## src/cst_pkg.sv

```systemverilog
// constants and types shared by the coupler self-test block
package cst_pkg;
  localparam int NUM_SUBSYS = 4;
  localparam int NUM_REGS = 8;
  localparam int REG_AW = 3;
  localparam int SUB_AW = 2;
  localparam int DATA_W = 16;
  // register index within one subsystem set
  localparam logic [2:0] BUS_BASE_ADDRESS_REG = 3'h0;
  localparam logic [2:0] BUS_DATA_BUFFER_REG = 3'h1;
  localparam logic [2:0] SUBSYSTEM_STATUS_REG = 3'h2;
  localparam logic [2:0] RESIDUAL_FRAME_COUNT_REG = 3'h3;
  localparam logic [2:0] EXTENDED_STATUS_0 = 3'h4;
  localparam logic [2:0] EXTENDED_STATUS_1 = 3'h5;
  localparam logic [2:0] EXTENDED_STATUS_2 = 3'h6;
  localparam logic [2:0] EXTENDED_STATUS_3 = 3'h7;
  // self-test duration, well under a fraction of a second
  localparam int SELFTEST_TIME_US = 100;
  localparam int CLK_MHZ = 200;
  localparam int SELFTEST_CYCLES = SELFTEST_TIME_US * CLK_MHZ;
  localparam int CNT_W = 24;
  localparam logic [2:0] SYNC_INIT = 3'h0;
  localparam logic LED_AT_RESET = 1'b1;
  localparam logic [3:0] SUBSYS_HELD = 4'hf;
  typedef enum logic [1:0] {
    CST_POWERUP,
    CST_TESTING,
    CST_PASSED,
    CST_FAILED
  } cst_state_e;
endpackage : cst_pkg

```

## src/cst_selftest.sv

```systemverilog
// power-up self-test, fault/activity indicator and four subsystem init domains
//
// What this block does
// RULE1: self-test runs automatically on board reset switch or system power-up.
// RULE2: ordinary bus initialize never starts the self-test.
// RULE3: fault/activity indicator is lit throughout the self-test.
// RULE4: successful self-test turns the indicator off.
// RULE5: failed test keeps indicator lit and all registers unreachable.
// RULE6: four independent subsystem emulations, each with own registers and buffers.
// RULE7: initializing one subsystem leaves the other three untouched.
// RULE8: each subsystem offers eight device registers.
// RULE9: any write to a status register means subsystem initialize.
// RULE10: subsystem initialize resets that transport and coupler logic unconditionally.
// RULE11: outside self-test the indicator also lights during data transfers.
// RULE12: subsystems held in reset and accesses ignored until test passes.
`timescale 1ns/10ps
module cst_selftest #(
  parameter int SELFTEST_LEN = cst_pkg::SELFTEST_CYCLES
) (
  input wire logic core_clk,
  input wire logic rst,
  input wire logic board_reset_switch,
  input wire logic bus_init,
  input wire logic test_fail,
  input wire logic bus_sel,
  input wire logic bus_write,
  input wire logic [cst_pkg::SUB_AW-1:0] bus_subsys,
  input wire logic [cst_pkg::REG_AW-1:0] bus_reg,
  input wire logic [cst_pkg::NUM_SUBSYS-1:0] xfer_active,
  output logic fault_led,
  output logic selftest_done,
  output logic selftest_failed,
  output logic bus_ack,
  output logic [cst_pkg::NUM_SUBSYS-1:0] subsys_reset,
  output logic [cst_pkg::NUM_SUBSYS-1:0] subsys_access,
  output logic [cst_pkg::REG_AW-1:0] subsys_reg,
  output logic subsys_write
);
  import cst_pkg::*;

  ////////////////////////////////////////////////////////////////////////
  // switch synchroniser: three stages, change accepted when last two agree
  // a bounce shorter than two clocks never reaches sw_level, so no false restart
  logic [2:0] sw_sync;
  logic sw_level;
  logic sw_prev;
  logic next_sw_level;

  // failure flag comes from another domain, so it is filtered the same way
  logic [2:0] tf_sync;
  logic tf_level;
  logic next_tf_level;

  always_comb begin
    next_sw_level = sw_level;
    if (sw_sync[2] == sw_sync[1]) begin
      next_sw_level = sw_sync[2];
    end
    next_tf_level = tf_level;
    if (tf_sync[2] == tf_sync[1]) begin
      next_tf_level = tf_sync[2];
    end
  end

  always_ff @(posedge core_clk or posedge rst) begin
    if (rst) begin
      sw_sync <= SYNC_INIT;
      sw_level <= 1'b0;
      sw_prev <= 1'b0;
      tf_sync <= SYNC_INIT;
      tf_level <= 1'b0;
    end else begin
      sw_sync <= {sw_sync[1:0], board_reset_switch};
      sw_level <= next_sw_level;
      sw_prev <= sw_level;
      tf_sync <= {tf_sync[1:0], test_fail};
      tf_level <= next_tf_level;
    end
  end

  ////////////////////////////////////////////////////////////////////////
  // self-test sequencer; bus_init is deliberately not an input to it
  // the counter fixes the test length; the check logic reports through test_fail
  cst_state_e state;
  cst_state_e next_state;
  logic [CNT_W-1:0] cnt;
  logic [CNT_W-1:0] next_cnt;
  logic seen_fail;
  logic next_seen_fail;
  logic sw_rise;

  // edge only: a switch left on must not restart the test again and again
  assign sw_rise = sw_level && !sw_prev;

  always_comb begin
    next_state = state;
    next_cnt = cnt;
    next_seen_fail = seen_fail;
    unique case (state)
      CST_POWERUP: begin
        next_state = CST_TESTING; // [RULE1]
        next_cnt = '0;
        next_seen_fail = 1'b0;
      end
      CST_TESTING: begin
        next_cnt = cnt + 1'b1;
        // one failing cycle anywhere in the test is enough to fail it
        if (tf_level) begin
          next_seen_fail = 1'b1;
        end
        if (cnt >= CNT_W'(SELFTEST_LEN - 1)) begin
          next_state = (seen_fail || tf_level) ? CST_FAILED : CST_PASSED;
        end
      end
      CST_PASSED, CST_FAILED: begin
        // only the switch or a power-up reset restarts the test, never a bus initialize
        if (sw_rise) begin
          next_state = CST_POWERUP; // [RULE1] [RULE2]
        end
      end
    endcase
  end

  // power-up reset parks in CST_POWERUP, which starts the test on the first edge
  always_ff @(posedge core_clk or posedge rst) begin
    if (rst) begin
      state <= CST_POWERUP;
      cnt <= '0;
      seen_fail <= 1'b0;
    end else begin
      state <= next_state;
      cnt <= next_cnt;
      seen_fail <= next_seen_fail;
    end
  end

  ////////////////////////////////////////////////////////////////////////
  // register access gating and per-subsystem initialize
  logic next_fault_led;
  logic next_bus_ack;
  logic next_subsys_write;
  logic [REG_AW-1:0] next_subsys_reg;
  logic [NUM_SUBSYS-1:0] next_subsys_reset;
  logic [NUM_SUBSYS-1:0] next_subsys_access;
  logic next_selftest_done;
  logic next_selftest_failed;
  logic passed;

  // refuse the cycle a switch rise is seen, so no answer races the restart
  assign passed = (next_state == CST_PASSED) && (state == CST_PASSED);

  // failure holds the indicator steady; transfers cannot make it blink
  always_comb begin
    next_fault_led = 1'b0;
    next_selftest_done = (state == CST_PASSED); // [RULE4]
    next_selftest_failed = (state == CST_FAILED); // [RULE5]
    unique case (state)
      CST_POWERUP, CST_TESTING: next_fault_led = 1'b1; // [RULE3]
      CST_FAILED: next_fault_led = 1'b1; // [RULE5]
      CST_PASSED: next_fault_led = |xfer_active; // [RULE4] [RULE11]
    endcase
  end

  // failed or untested board leaves every access unanswered
  always_comb begin
    next_bus_ack = bus_sel && passed; // [RULE5] [RULE12]
    // index and direction follow the bus ungated; only access, ack and init are gated
    next_subsys_write = bus_write;
    next_subsys_reg = bus_reg; // [RULE8]
  end

  generate
    for (genvar i = 0; i < NUM_SUBSYS; i++) begin : g_sub
      // the decode is per set, so one write can never reach a neighbour
      logic hit;
      assign hit = bus_sel && passed && (bus_subsys == SUB_AW'(i));
      always_comb begin
        next_subsys_access[i] = hit; // [RULE6]
        // any data value on a status register write initializes only this set
        next_subsys_reset[i] = !passed ||
          (hit && bus_write && (bus_reg == SUBSYSTEM_STATUS_REG)); // [RULE7] [RULE9] [RULE10] [RULE12]
      end
    end
  endgenerate

  ////////////////////////////////////////////////////////////////////////
  // indicator and verdict flops: every port comes straight from a flop, so pins never glitch
  always_ff @(posedge core_clk or posedge rst) begin
    if (rst) begin
      fault_led <= LED_AT_RESET; // [RULE3]
      selftest_done <= 1'b0;
      selftest_failed <= 1'b0;
    end else begin
      fault_led <= next_fault_led;
      selftest_done <= next_selftest_done;
      selftest_failed <= next_selftest_failed;
    end
  end

  // subsystems stay in reset from power-up until the test has passed
  always_ff @(posedge core_clk or posedge rst) begin
    if (rst) begin
      bus_ack <= 1'b0;
      subsys_reset <= SUBSYS_HELD; // [RULE12]
      subsys_access <= '0;
      subsys_reg <= '0;
      subsys_write <= 1'b0;
    end else begin
      bus_ack <= next_bus_ack;
      subsys_reset <= next_subsys_reset;
      subsys_access <= next_subsys_access;
      subsys_reg <= next_subsys_reg;
      subsys_write <= next_subsys_write;
    end
  end

  ////////////////////////////////////////////////////////////////////////
  // bus_init intentionally unused: it must not trigger the self-test
  logic unused_init;
  assign unused_init = bus_init;
endmodule : cst_selftest

```

## config.mk

```make
export PLATFORM = sky130hd
export DESIGN_NAME = cst_selftest
export DESIGN_NICKNAME = d
export VERILOG_FILES = /design/src/cst_pkg.sv /design/src/cst_selftest.sv
export SDC_FILE = /design/constraint.sdc
export NUM_CORES = 1
export LEC_CHECK = 0
export BUFFER_PORTS_ARGS = -buffer_cell sky130_fd_sc_hd__buf_4
export CAP_MARGIN = 20
export CORE_MARGIN = 5
export CORE_UTILIZATION = 35
export DETAILED_ROUTE_END_ITERATION = 8
export HOLD_SLACK_MARGIN = 0.02
export SETUP_SLACK_MARGIN = 0.05
export SLEW_MARGIN = 15
export SYNTH_ARGS = -nofsm -noshare
export SYNTH_HDL_FRONTEND = slang
export SYNTH_SLANG_ARGS = --single-unit
```

## constraint.sdc

```tcl
create_clock -name core_clk -period 4.3 [get_ports core_clk]
set_input_delay 0.215 -clock core_clk [delete_from_list [all_inputs] [get_ports core_clk]]
set_output_delay 0.215 -clock core_clk [all_outputs]
set_load 0.005 [all_outputs]
```

Word-level counts from Yosys, hierarchy flattened
Index checks and enable logic that the tools add are counted. Widths: inputs -> output; s select.

Register bits: 52. Output and inout port bits: 16. Logic and storage cells: 66.

$add $sub $neg: 1. Order comparisons: 1. Equal/unequal tests: 11. Mux-type cells: 8. Reduce and logical (&&, ||, !) cells: 29.

Operators with widths (number): $pmux 24 s2 (1); $add 24x1->24 const B (1); $ge 24x15->1 const B (1); $logic_and 1x1->1 (15); $eq 2x2->1 const B (5); $pmux 2 s3 (1); $logic_or 1x1->1 (5); $eq 2x1->1 const B (2); $logic_not 2->1 (2); $mux 2 (2); $pmux 1 s2 (2); $reduce_or 4->1 (1); $eq 3x2->1 const B (1); $reduce_or 3->1 (1); $eq 1x1->1 (2); $logic_not 1->1 (2); $mux 1 (2); $ne 2x2->1 const B (1); $reduce_and 2->1 (1); $reduce_bool 2->1 (1); $reduce_or 2->1 (1).

Logic depth before layout (Yosys ltp)
Word-level depth: 11. Depth in mapped cells: 6. Gate-level depth less buffers: 5.

Worst setup path after synthesis
OpenSTA, ideal clock, no wires.

Path kind: reg2reg. Start point: register state[1]. End point: register cnt[16]. Setup time: 0.140 ns. Arrival time: 1.606 ns. Data required time: 4.160 ns. Setup slack: 2.554 ns. Stages on the path, launching flop included: 6. Buffers on the path: 1. Cells stage by stage: dfrtp_1 > nand4b_4 > or3_4 > buf_4 > o311ai_0 > o41ai_1.

Cells in the longest elaborated chain, start to end: 2.

Ends and longest elaborated chain: start: declaration (line cst_selftest.sv:84) `cst_state_e state;`; start signal: assignment (line cst_selftest.sv:131) `state <= next_state;`; $eq 2x1->1 / $logic_not 2->1 (equally long branches) (line cst_selftest.sv:99) `unique case (state)`; $pmux 24 s2 / $reduce_bool 2->1 (equally long branches); end signal: assignment (line cst_selftest.sv:132) `cnt <= next_cnt;`; end: declaration (line cst_selftest.sv:86) `logic [CNT_W-1:0] cnt;`.

Parallel ways exist; a longest one is shown, timed or not. A chain may end at the register's enable or synchronous reset.

Worst setup path in the final report
Start point: register state[1]. End point: register cnt[19].

Same word-level chain as after synthesis.

==> flow_summary.ini <==
[outcome]
outcome = finished clean

[final_layout]
drive_gt1_share_pct = 21.4
layout.cells.non_filler = 320
utilization_pct = 42.9
finalNetCount = 259
top_register = cnt
area_growth_pct = 19.4
largest_registers = cnt (24), subsys_access (4), subsys_reset (4)
insertedDiodeCount = 0
largest_reg_flops = 24

[die]
die_w_um = 90.5
die_y_um = 90.5
dieArea_um2 = 8200
ioPinCount = 32
start_util_pct = 35.9
core_area_um2 = 6310
num_rows = 29

[power]
pwr_density_cell_nw_per_um2 = 299
p_int_uw = 630
swShare_pct = 22.3
power_frac_comb_pct = 4.1
p_switching_uw = 181
clkPwrFrac_pct = 34.2
cellLeakagePower_nw = 1.17
ir_worst_vdd_uv = 133
p_seq_share_pct = 61.6

[global_routing]
grt_pass1_vias = 1649
overflow = 0
antenna_found_initial = 0
grt_start_max_net_pins = 53
grt_usage_pct = 11.4
grt_pass1_wl_mm = 7.74

[setup_path]
slowest_stage = dfrtp_1
critPathCaptureType = flip-flop
max_stage_delay_ns = 0.54
cp.required_ns = 4.53
start_kind = flip-flop
cp.arrival_ns = 2.32
crit_chain = nand4b_4 > or3_4 > or4_1 > a21oi_1
path_max_fanout = 15
critPathKind = flip-flop to flip-flop

[timing]
rsz0062_at_grt = no
finClkSkew_ns = 0.00345
max_slew.worst_pin.slew_ns = 0.899
period_share_pct = 48.7
fin_setup_tns_ns = 0
period_minus_slack_ns = 2.09
fmax_mhz = 478
hold_viol_final = 0
relSlewSlack_pct = 39.9
fin_ws_ns = 2.21
setup_viol = 0
maxSlewViolCount = 0

[synthesis]
ys_ff_latch = 52
syn-instance-count = 206
ys_types = 40
yosys.area.top_type = dfrtp_1
synth.avg_cell_area_um2 = 11.0
synth_top_area_share_pct = 51.8
ys_seq_area_share_pct = 57.6
syn_area_um2 = 2270
synthTopCellsByArea = dfrtp_1, dfstp_2, nand2_1, xnor2_1, mux2i_1
synthesis.nets = 223
yosysWarnings = 0

[route]
routed_wl_mm = 4.40
ant_nets = 0
drc_errors = 0
drtIter0Drc = 110
wire_per_inst_um = 13.7
vias = 1661
avgViaCountPerCell = 5.19
first_pass_iters = 4

[place]
dpl.hpwl_mm = 3.03
io_buffers = 30
dp.cells = 306
place_congestion = 0.731
preCtsSetupSlack_ns = 2.24

[clock_network]
path_clk_slew_ns = 0.09
cts_resized = 0
htreeDepth = 2
cts_setup_buffers = 0
clkLatencyLatePin_ns = 0.30
cts_tree = done
clockBufferDepth = 2
cts_root_buf = clkbuf_8
cts_buffers = 5
clock_sinks = 52

[hold_path]
hold_class = input port to async pin

[run]
max-cap-violations = 0
==> placed cells by master, fill, tap and decap left out, types with 2 or more instances in the layout <==
cell type      Yosys  routed
a21oi_1            7       7
and2_1             2       2
and3_1             2       2
and4_1             2       2
buf_4              1      31
clkbuf_8           0       5
dfrtp_1           47      47
dfstp_2            5       5
dlygate4sd3_1      0       6
inv_1              7       6
maj3_1             2       2
mux2i_1            6       6
nand2_1           21      21
nand2b_1           8       8
nand3_1            6       6
nand4_1            8       8
nor2_1            14      14
nor2b_1            2       2
nor3_1             5       5
nor4_1             9       9
nor4_4             2       2
o21a_1             2       2
o21ai_0           10      10
o31a_1             3       3
o31ai_1            3       3
or2_2              2       2
or3_1              3       3
or4_1              3       3
xnor2_1            7       7
==> cell type report <==
cell class | count | area [um^2]
fill | 623 | 3600
clock buffer | 6 | 72.6
inverter | 7 | 26.3
tap | 77 | 96.3
timing repair buffer | 37 | 293
multi-input combinational | 139 | 898
sequential | 52 | 1310
clock inverter | 2 | 16.3
==> what timing repair did <==
action / in CTS / in global routing
hold endpoints to repair: 6 / 0
hold buffers: 6 / 0
setup endpoints to repair: 0 / 0
==> stage by stage <==
step	area, um^2	total power [mW]	hold WS, ns
after floorplan	2270	0.520	0.246
after global placement	2560	0.539	0.324
after detailed placement	2560	0.540	0.326
after CTS	2710	0.821	0.0799
after global routing	2710	0.843	0.0749
final	2710	0.811	0.0765
==> cell usage after synthesis <==
library cell	number
nand2b_1	8
or3_4	1
and2_1	2
o21a_1	2
and3_1	2
or2_2	2
nor2_1	14
buf_2	2
o31ai_1	3
a21oi_1	7
o311ai_0	1
dfstp_2	5
xor2_1	1
nor4_1	9
inv_1	7
clkbuf_2	1
maj3_1	2
o41ai_1	1
dfrtp_1	47
and2b_1	1
and4_1	2
xnor2_1	7
nor4_4	2
nand2_1	21
mux2_2	1
o21ai_0	10
nor2b_1	2
or3_1	3
or4_1	3
buf_4	1
nand4b_4	1
nand3_1	6
nor3_1	5
clkbuf_1	4
o31a_1	3
a2111oi_0	1
nand4_1	8
nor4_2	1
mux2i_1	6
ha_1	1
==> per-layer routing <==
| metal | up-vias | GRT usage, % | wire, um |
|---|---|---|---|
| met5 | - | 0 | 0 |
| met1 | 831 | 14.1 | 1990 |
| met2 | 22 | 18.8 | 2170 |
| met4 | 0 | 3.72 | 68 |
| li1 | 801 | - | - |
| met3 | 7 | 3.42 | 175 |
==> kinds of logic after synthesis <==
| family | synth area share [%] |
|---|---|
| simple gates | 24.2 |
| flops | 57.6 |
| compound gates | 7.72 |
| buf+inv | 2.81 |
| xor+xnor | 3.09 |
| mux | 3.14 |
| fa+ha+maj | 1.43 |
==> path summary, 6_finish.rpt <==
path | cells past startpoint | to | slack, ns | start
max in group asynchronous | 3 | cnt[23] | 3.79 | rst
hold / removal | 3 | sw_sync[0] | 0.08 | rst
setup reg to reg | 4 | cnt[19] | 2.21 | state[1]
setup / recovery | 4 | cnt[19] | 2.21 | state[1]
min in group core_clk | 2 | subsys_reset[0] | 0.09 | bus_subsys[0]
hold reg to reg | 0 | tf_sync[1] | 0.36 | tf_sync[0]
==> power groups by stage <==
stage,Sequential (mW),Clock (mW),Combinational [mW]
2_1_floorplan,0.509,0,0.0116
3_3_place_gp,0.509,0,0.0297
3_5_place_dp,0.509,0,0.0303
4_1_cts,0.500,0.286,0.0347
5_1_grt,0.501,0.304,0.0382
6_report,0.500,0.277,0.0336
==> critical path, delay by kind of cell (launching register included) <==
| family | cells | cell delay (ns) |
|---|---|---|
| flops | 1 | 0.54 |
| compound gates | 1 | 0.16 |
| simple gates | 3 | 1.31 |
No activity file was read; power rests on OpenSTA's default activity.
